===== config.mk =====
export PLATFORM = sky130hd
export DESIGN_NAME = scc_top
export DESIGN_NICKNAME = d
export VERILOG_FILES = /design/src/logic/scc_pkg.sv /design/src/logic/scc_top.sv
export VERILOG_INCLUDE_DIRS = /design/src /design/src/logic
export SDC_FILE = /design/constraint.sdc
export NUM_CORES = 1
export LEC_CHECK = 0
export BUFFER_PORTS_ARGS = -buffer_cell sky130_fd_sc_hd__buf_4
export CAP_MARGIN = 5
export CELL_PAD_IN_SITES_DETAIL_PLACEMENT = 1
export CELL_PAD_IN_SITES_GLOBAL_PLACEMENT = 1
export CORE_MARGIN = 2
export CORE_UTILIZATION = 40
export DETAILED_ROUTE_END_ITERATION = 8
export GPL_TIMING_DRIVEN = 0
export PLACE_DENSITY_LB_ADDON = 0.1
export RECOVER_POWER = 50
export SLEW_MARGIN = 20
export SYNTH_ARGS = -nofsm -noshare
export SYNTH_HDL_FRONTEND = slang
export SYNTH_SLANG_ARGS = --single-unit

===== constraint.sdc =====
create_clock -name clock -period 6.2 [get_ports clock]
set_input_delay 0.31 -clock clock [delete_from_list [all_inputs] [get_ports clock]]
set_output_delay 0.31 -clock clock [all_outputs]
set_load 0.03 [all_outputs]

===== src/logic/scc_map.svh =====
// register offsets, field positions and reset values of the clock controller
// assumes: included by the design file and the testbench, apb byte addresses, word aligned
// Summary of operation
// system divider picks one integer ratio from 1 to 64
// one bit picks multiplier output or oscillator directly
// crystal code from fixed set; codes below 3.57 MHz refused with multiplier
// five exclusive oscillator sources: main, internal, internal/4, ext low, int low
// external low source only selectable with hibernation present and enabled
// separate disable bits for internal and main oscillator
// disabling the oscillator currently clocking the device is ignored
// software enables external oscillator before selecting it
// multiplier lock sets the lock interrupt status bit
// deep-sleep with gating keeps only marked peripherals clocked, else all
// read-only flash size in bytes
// per-port select routes eligible gpio ports over ahb instead of apb
// audio master clock disabled forces gpio ports back to apb
// audio master clock made by programmable divider of input clock
// audio master clock output can be switched off entirely
// seven sticky interrupt sources held until software clears them
// software clears sources early since clear takes cycles
// per-source enable mask gates sources onto the interrupt line
// software reads raw or masked interrupt status
// status bits cleared by writing one; zero leaves them
// source switch without glitched or truncated clock pulses
`ifndef SCC_MAP_SVH
`define SCC_MAP_SVH
`define SCC_OFS_CLKCFG   12'h000
`define SCC_OFS_OSCCTL   12'h004
`define SCC_OFS_GPIOAHB  12'h008
`define SCC_OFS_MCLKDIV  12'h00c
`define SCC_OFS_RIS      12'h010
`define SCC_OFS_IMC      12'h014
`define SCC_OFS_MIS      12'h018
`define SCC_OFS_FLASH    12'h01c
`define SCC_OFS_SLPCTL   12'h020
`define SCC_OFS_STATUS   12'h024
// clock config fields
`define SCC_CFG_DIV_LSB  0
`define SCC_CFG_USEPLL   6
`define SCC_CFG_XTAL_LSB 8
`define SCC_CFG_OSC_LSB  16
`define SCC_CFG_RESET    32'h0000_0000
`define SCC_XTAL_MIN_PLL 5'h04
`define SCC_XTAL_MAX     5'h16
`define SCC_IRQ_N        7
`define SCC_GPIO_ELIG    6'h33
`define SCC_MCLKDIV_RST  8'h00
// glitch-free switch: cycles off before new source comes on
`define SCC_SW_GAP       2'h2
`endif


===== src/logic/scc_pkg.sv =====
// types of the clock controller
// assumes: scc_map.svh for numbers
package scc_pkg;
   typedef enum logic [2:0] {
      SCC_OSC_MAIN = 3'h0, SCC_OSC_INT = 3'h1, SCC_OSC_INT4 = 3'h2,
      SCC_OSC_EXTLF = 3'h3, SCC_OSC_INTLF = 3'h4
   } scc_osc_t;
   typedef enum logic [1:0] {
      SCC_SW_RUN = 2'h0, SCC_SW_OFF = 2'h1, SCC_SW_ON = 2'h2
   } scc_sw_t;
endpackage : scc_pkg


===== src/logic/scc_top.sv =====
// clock controller: source, divider, oscillator gating, gpio bus routing,
// audio master clock divider and seven system interrupt sources
// assumes: apb master on clock domain, oscillator events as sync pulses
`timescale 1ns/100ps
`default_nettype none
`include "scc_map.svh"
module scc_top (
   // clock and reset
   input  wire logic        clock,
   input  wire logic        rst,
   // apb slave
   input  wire logic        psel,
   input  wire logic        penable,
   input  wire logic        pwrite,
   input  wire logic [11:0] paddr,
   input  wire logic [31:0] pwdata,
   output logic             pready,
   output logic [31:0]      prdata,
   output logic             pslverr,
   // platform status
   input  wire logic        hib_present,
   input  wire logic        hib_enabled,
   input  wire logic        deep_sleep,
   input  wire logic [31:0] flash_bytes,
   input  wire logic [6:0]  irq_event,
   input  wire logic        mclk_in,
   // clock outputs
   output logic [2:0]       osc_select,
   output logic             source_from_multiplier,
   output logic [5:0]       sys_div_m1,
   output logic [4:0]       xtal_code,
   output logic             sys_clock_en,
   output logic             internal_osc_disable,
   output logic             main_osc_disable,
   output logic             periph_gate_en,
   output logic [5:0]       gpio_ahb_sel,
   output logic             mclk_out,
   output logic             irq
);
   // ---------------------------------------------------------------
   // state
   // ---------------------------------------------------------------
   typedef struct packed {
      logic [5:0]       div;
      logic             usepll;
      logic [4:0]       xtal;
      scc_pkg::scc_osc_t osc;       // active source
      scc_pkg::scc_osc_t osc_req;   // requested source
      logic             pll_req;
      scc_pkg::scc_sw_t sw;
      logic [1:0]       gap;
      logic             ios_dis;
      logic             mos_dis;
      logic [5:0]       ahb;
      logic [7:0]       mdiv;
      logic [7:0]       mcnt;
      logic             mclk;
      logic [6:0]       ris;
      logic [6:0]       imc;
      logic             gate;
      logic [31:0]      rdata;
   } scc_state_t;
   scc_state_t s_q;
   scc_state_t s_d;

   // decode of a write to one offset, used for every writable register
   function automatic logic wr_hit(input logic [11:0] a, input logic [11:0] o,
                                   input logic en);
      wr_hit = en && (a == o);
   endfunction : wr_hit

   logic        acc;
   logic        wr;
   logic        mapped;
   logic        m_on;
   logic [2:0]  req_osc;
   logic [4:0]  req_xt;
   logic        req_pll;
   assign acc     = psel && penable;
   assign wr      = acc && pwrite;
   assign m_on    = (s_q.mdiv != `SCC_MCLKDIV_RST);
   assign req_osc = pwdata[`SCC_CFG_OSC_LSB +: 3];
   assign req_xt  = pwdata[`SCC_CFG_XTAL_LSB +: 5];
   assign req_pll = pwdata[`SCC_CFG_USEPLL];
   assign mapped  = (paddr[11:6] == 6'h00) && (paddr[5:0] <= `SCC_OFS_STATUS)
                    && (paddr[1:0] == 2'h0);

   // ---------------------------------------------------------------
   // next state
   // ---------------------------------------------------------------
   always_comb begin
      s_d = s_q;
      if (wr_hit(paddr, `SCC_OFS_CLKCFG, wr)) begin
         // divide ratio 1..64
         s_d.div = pwdata[`SCC_CFG_DIV_LSB +: 6];
         // crystal legal range with multiplier
         if (req_xt <= `SCC_XTAL_MAX && !(req_pll && req_xt < `SCC_XTAL_MIN_PLL)) begin
            s_d.xtal    = req_xt;
            s_d.pll_req = req_pll;
         end
         // five sources, ext low gated by hibernation
         if (req_osc <= 3'h4 && (req_osc != 3'h3 || (hib_present && hib_enabled)))
            s_d.osc_req = scc_pkg::scc_osc_t'(req_osc);
      end
      // separate disables, active source protected
      if (wr_hit(paddr, `SCC_OFS_OSCCTL, wr)) begin
         s_d.ios_dis = pwdata[0];
         s_d.mos_dis = pwdata[1];
      end
      // ahb routing on eligible ports only
      if (wr_hit(paddr, `SCC_OFS_GPIOAHB, wr))
         s_d.ahb = pwdata[5:0] & `SCC_GPIO_ELIG;
      // audio divider, zero switches it off
      if (wr_hit(paddr, `SCC_OFS_MCLKDIV, wr)) begin
         s_d.mdiv = pwdata[7:0];
         s_d.mcnt = 8'h00;
      end
      if (wr_hit(paddr, `SCC_OFS_IMC, wr))
         s_d.imc = pwdata[6:0];
      // gating select for deep sleep
      if (wr_hit(paddr, `SCC_OFS_SLPCTL, wr))
         s_d.gate = pwdata[0];
      // sticky, write one clears, set wins
      if (wr_hit(paddr, `SCC_OFS_RIS, wr))
         s_d.ris = s_q.ris & ~pwdata[6:0];
      s_d.ris = s_d.ris | irq_event;
      // glitch-free switch: stop, gap, restart
      case (s_q.sw)
         scc_pkg::SCC_SW_RUN: begin
            if (s_q.osc_req != s_q.osc || s_q.pll_req != s_q.usepll) begin
               s_d.sw  = scc_pkg::SCC_SW_OFF;
               s_d.gap = `SCC_SW_GAP;
            end
         end
         scc_pkg::SCC_SW_OFF: begin
            s_d.gap = s_q.gap - 2'h1;
            if (s_q.gap == 2'h1) begin
               // exactly one of multiplier or oscillator
               s_d.osc    = s_q.osc_req;
               s_d.usepll = s_q.pll_req;
               s_d.sw     = scc_pkg::SCC_SW_ON;
            end
         end
         scc_pkg::SCC_SW_ON: s_d.sw = scc_pkg::SCC_SW_RUN;
         default: s_d.sw = scc_pkg::SCC_SW_RUN;
      endcase
      // protect the source clocking after this edge
      if (s_d.osc == scc_pkg::SCC_OSC_INT || s_d.osc == scc_pkg::SCC_OSC_INT4)
         s_d.ios_dis = 1'b0;
      if (s_d.osc == scc_pkg::SCC_OSC_MAIN)
         s_d.mos_dis = 1'b0;
      // audio divider count
      if (m_on && mclk_in) begin
         if (s_q.mcnt >= s_q.mdiv) begin
            s_d.mcnt = 8'h00;
            s_d.mclk = ~s_q.mclk;
         end else begin
            s_d.mcnt = s_q.mcnt + 8'h01;
         end
      end
      if (!m_on)
         s_d.mclk = 1'b0;
      // read mux
      case (paddr)
         `SCC_OFS_CLKCFG:  s_d.rdata = {13'h0, s_q.osc_req, 3'h0, s_q.xtal, 1'b0,
                                        s_q.pll_req, s_q.div};
         `SCC_OFS_OSCCTL:  s_d.rdata = {30'h0, s_q.mos_dis, s_q.ios_dis};
         `SCC_OFS_GPIOAHB: s_d.rdata = {26'h0, gpio_ahb_sel};
         `SCC_OFS_MCLKDIV: s_d.rdata = {24'h0, s_q.mdiv};
         `SCC_OFS_RIS:     s_d.rdata = {25'h0, s_q.ris};
         `SCC_OFS_IMC:     s_d.rdata = {25'h0, s_q.imc};
         // masked view
         `SCC_OFS_MIS:     s_d.rdata = {25'h0, s_q.ris & s_q.imc};
         // flash size
         `SCC_OFS_FLASH:   s_d.rdata = flash_bytes;
         `SCC_OFS_SLPCTL:  s_d.rdata = {31'h0, s_q.gate};
         `SCC_OFS_STATUS:  s_d.rdata = {22'h0, s_q.sw, 1'b0, s_q.osc, 3'h0,
                                        s_q.usepll};
         default:          s_d.rdata = 32'h0000_0000;
      endcase
      if (rst) begin
         s_d = '0;
         s_d.osc     = scc_pkg::SCC_OSC_INT;
         s_d.osc_req = scc_pkg::SCC_OSC_INT;
      end
   end

   // state register
   always_ff @(posedge clock) begin
      s_q <= s_d;
   end

   // ---------------------------------------------------------------
   // outputs
   // ---------------------------------------------------------------
   // apb answers in the access cycle, one setup before
   assign pready  = 1'b1;
   assign pslverr = acc && !mapped;
   assign prdata  = s_q.rdata;
   assign osc_select             = s_q.osc;
   assign source_from_multiplier = s_q.usepll;
   assign sys_div_m1             = s_q.div;
   assign xtal_code              = s_q.xtal;
   assign sys_clock_en           = (s_q.sw == scc_pkg::SCC_SW_RUN);
   assign internal_osc_disable   = s_q.ios_dis;
   assign main_osc_disable       = s_q.mos_dis;
   // gate peripherals only in deep sleep with gating on
   assign periph_gate_en = deep_sleep && s_q.gate;
   // audio clock off reverts ports to apb
   assign gpio_ahb_sel = m_on ? s_q.ahb : 6'h00;
   assign mclk_out     = s_q.mclk;
   // masked sources drive the line
   assign irq = |(s_q.ris & s_q.imc);

   // ---------------------------------------------------------------
   // assertions
   // ---------------------------------------------------------------
   a_sticky_set: assert property (@(posedge clock) disable iff (rst)
      irq_event[0] |=> s_q.ris[0]) else $error("event not latched");
   a_w1c_clear: assert property (@(posedge clock) disable iff (rst)
      (wr && paddr == `SCC_OFS_RIS && pwdata[1] && !irq_event[1]) |=> !s_q.ris[1])
      else $error("clear failed");
   a_irq_mask: assert property (@(posedge clock) disable iff (rst)
      (s_q.imc == 7'h00) |-> !irq) else $error("masked irq seen");
   a_active_kept: assert property (@(posedge clock) disable iff (rst)
      (s_q.osc == scc_pkg::SCC_OSC_MAIN) |-> !main_osc_disable)
      else $error("active oscillator off");
   a_int_kept: assert property (@(posedge clock) disable iff (rst)
      (s_q.osc == scc_pkg::SCC_OSC_INT || s_q.osc == scc_pkg::SCC_OSC_INT4) |->
      !internal_osc_disable) else $error("active internal oscillator off");
   a_switch_gap: assert property (@(posedge clock) disable iff (rst)
      (s_q.sw == scc_pkg::SCC_SW_RUN && $changed(s_q.osc_req)) |=> !sys_clock_en [*2])
      else $error("no gap on switch");
   a_ahb_revert: assert property (@(posedge clock) disable iff (rst)
      (s_q.mdiv == 8'h00) |-> (gpio_ahb_sel == 6'h00)) else $error("ahb while mclk off");
   a_mclk_off: assert property (@(posedge clock) disable iff (rst)
      $past(s_q.mdiv == 8'h00) && s_q.mdiv == 8'h00 |-> !mclk_out)
      else $error("mclk toggles");
   a_masked_read: assert property (@(posedge clock) disable iff (rst)
      (acc && !pwrite && paddr == `SCC_OFS_MIS) |->
      (prdata[6:0] == $past(s_q.ris & s_q.imc))) else $error("bad masked read");
   c_switch: cover property (@(posedge clock) s_q.sw == scc_pkg::SCC_SW_ON);
   c_irq: cover property (@(posedge clock) irq);
   c_mclk: cover property (@(posedge clock) mclk_out);
endmodule : scc_top
`default_nettype wire


==> qor.yml <==
setup_path:
  reg2reg_depth: 4
  startpoint_type: "primary input"
  r2r_slack_ns: 3.95
  worstPathArrival_ns: 3.63
  endpoint_kind: "register"
  crit_fanout: 10
  rr_startpoint: "s_q[59]"
  timing.rr.end: "s_q[55]"
  required_ns: 6.50
  crit_type: "in -> reg"
clock_network:
  cts_setup_buffers: 0
  htreeDepth: 3
  numCtsBuffers: 9
  path_clk_slew_ns: 0.06
  cts_resized: 0
  cts-root-buf: "clkbuf_16"
  cts.path.max_buffers: 2
  worstSkewPairLatency_ns: 0.36
  clock-sinks: 93
  postCtsHoldBufs: 0
  tritoncts: "built"
placement:
  place_congestion: 0.901
  io_buffer_count: 131
  dpl-instance-area_um2: 5890
  dpl.cell_count: 828
  place_hpwl_mm: 12.2
yosys:
  synth_compound_area_frac: 0.153
  synth_fa_ha_area_frac: 0.0265
  synth_xor_area_frac: 0.0148
  syn-cell-area_um2: 4720
  synth_cells: 553
  syn_avg_cell_area_um2: 8.54
  synthMuxAreaShare: 0.0620
  synth_cell_type_count: 58
  synthSimpleGateAreaFrac: 0.241
  synthArstFlopShare: 0
  ys.flop_type: "dfxtp_1"
  ys_ff_latch: 93
  synth_edf_count: 0
  synth_area_leaders: "dfxtp_1 (39%), buf_4 (7.9%), mux2i_1 (5.7%)"
  synth-seq-area-share: 0.394
  yosys.area.top_type: "dfxtp_1"
  synth_top_area_frac: 0.394
  ys_warn_count: 0
  synth_top_family_by_area: "simple AND/OR/NAND/NOR gates"
hold_path:
  whs_endpoint: "prdata[28]"
  min_path_cells: 2
  min_from: "flash_bytes[28]"
  worstHoldPathType: "in -> reg"
global_route:
  grt_pass1_wl_mm: 24.9
  grt_pass1_vias: 4647
  gr-total-overflow: 0
  track_usage: 0.252
  antenna_found_initial: 0
  grt_max_degree: 15
timing:
  max_freq_mhz: 300
  min_period_ns: 3.33
  rsz0062_at_grt: "no"
  tightest_slew_ns: 1.25
  fin_crit_sh: 0.537
  timing.setup.tns_ns: 0
  max_slew_margin: 0.158
  hold_viol: 0
  fin_skew_ns: 0.00657
  slew_violations: 0
  finalSetupViolCount: 0
floorplanning:
  io_pins: 153
  core-area_um2: 11500
  die_x_um: 113
  start_util: 0.412
  floorplan.die_area_um2: 12700
  rows: 39
  die_h_um: 113
final_layout:
  ff_latch_area_um2: 1860
  fin_nets: 798
  final_common_cell: "buf_4"
  final_area_um2: 6000
  multi_input_area_um2: 2330
  fillers: 1411
  stdcell_count: 842
  drive_above_1_share: 0.235
  synthToLayoutAreaGrowth_pct: 27.0
  mostFrequentLayoutCells: "buf_4 (128), dfxtp_1 (93), clkbuf_1 (66)"
  antennaDiodeCount: 0
power:
  p_leak_nw: 2.39
  powerDensity_nw_per_um2: 222
  peakVddDrop_mv: 0.155
route:
  num_vias: 4546
  dr.pass1.iters: 5
  wl_per_cell_um: 18.9
  vias_per_cell: 5.40
  drt_wl_total_mm: 15.9
  drtIter0Drc: 296
  antenna_left: 0
  drc: 0
flow_run:
  maxCapViolCount: 0
run_status:
  status: "completed"
-- worst max path at each step --
stage / cells after the start / end / slack, ns / from
floorplan: 7 / s_q[54] / 4.23 / s_q[48]
global placement: 7 / s_q[79] / 3.73 / paddr[1]
detailed placement: 6 / s_q[78] / 3.68 / paddr[1]
CTS: 4 / gpio_ahb_sel[5] / 3.69 / s_q[59]
global route: 7 / prdata[22] / 2.72 / paddr[7]
finish: 7 / prdata[22] / 2.87 / paddr[7]
-- state kept, by name (all words and copies together) (netlist names) --
signal,cells
s_q,43
prdata,32
sys_div_m1,6
xtal_code,5
osc_select,3
internal_osc_disable,1
main_osc_disable,1
mclk_out,1
source_from_multiplier,1
-- critical path, stage by stage --
cell and delay (ns):
buf_4 0.13, or4_1 0.62, nor3_1 0.88, nand3_4 0.23, nor4_1 1.00, buf_4 0.31
and2_1 0.14
-- cell type report --
cell class,instances,area share
Buffer,69,0.0749
Clock buffer,10,0.0382
Multi-Input combinational cell,377,0.388
Sequential cell,93,0.310
Tap cell,143,0.0298
Timing Repair Buffer,131,0.133
Clock inverter,4,0.0165
Inverter,15,0.00938
-- synth_stat cells, types with 11 or more instances --
cell / number
clkbuf_1: 15
inv_1: 15
dfxtp_1: 93
a22oi_1: 12
a21oi_1: 42
nor2b_1: 11
nand3_1: 16
mux2i_1: 27
nand2_1: 58
nor2_1: 63
o21ai_0: 17
buf_4: 50
and2_1: 19
-- metrics by stage --
stage | total power [mW] | utilization | hold slack, ns | worst slack [ns]
6_report | 1.33 | 0.523 | 0.156 | 2.87
5_1_grt | 1.37 | 0.523 | 0.157 | 2.72
4_1_cts | 1.34 | 0.542 | 0.152 | 3.69
3_5_place_dp | 0.714 | 0.514 | 0.470 | 3.68
3_3_place_gp | 0.711 | 0.514 | 0.446 | 3.73
2_1_floorplan | 0.653 | - | 0.427 | 4.23
-- cell families (layout without fill, tap and decap cells) --
group,Yosys count,in the layout
adders and majority gates,10,10
and+or+nand+nor,217,217
other,2,3
DFF,93,93
buffers and inverters,84,229
xor gates and xnor gates,8,8
AOI/OAI and AO/OA,110,110
muxes,29,29
-- power by group --
part | internal (mW) | switching [mW] | total [mW]
sequential | 0.600 | 0.00354 | 0.604
clock | 0.391 | 0.241 | 0.632
combinational | 0.0432 | 0.0528 | 0.0960
total | 1.03 | 0.298 | 1.33
-- routing by layer --
metal	wire, µm	GRT usage
met1	6770	0.313
met2	7890	0.442
met3	909	0.0351
met4	377	0.0984
met5	0	0
No activity file was read; power rests on OpenSTA's default activity.
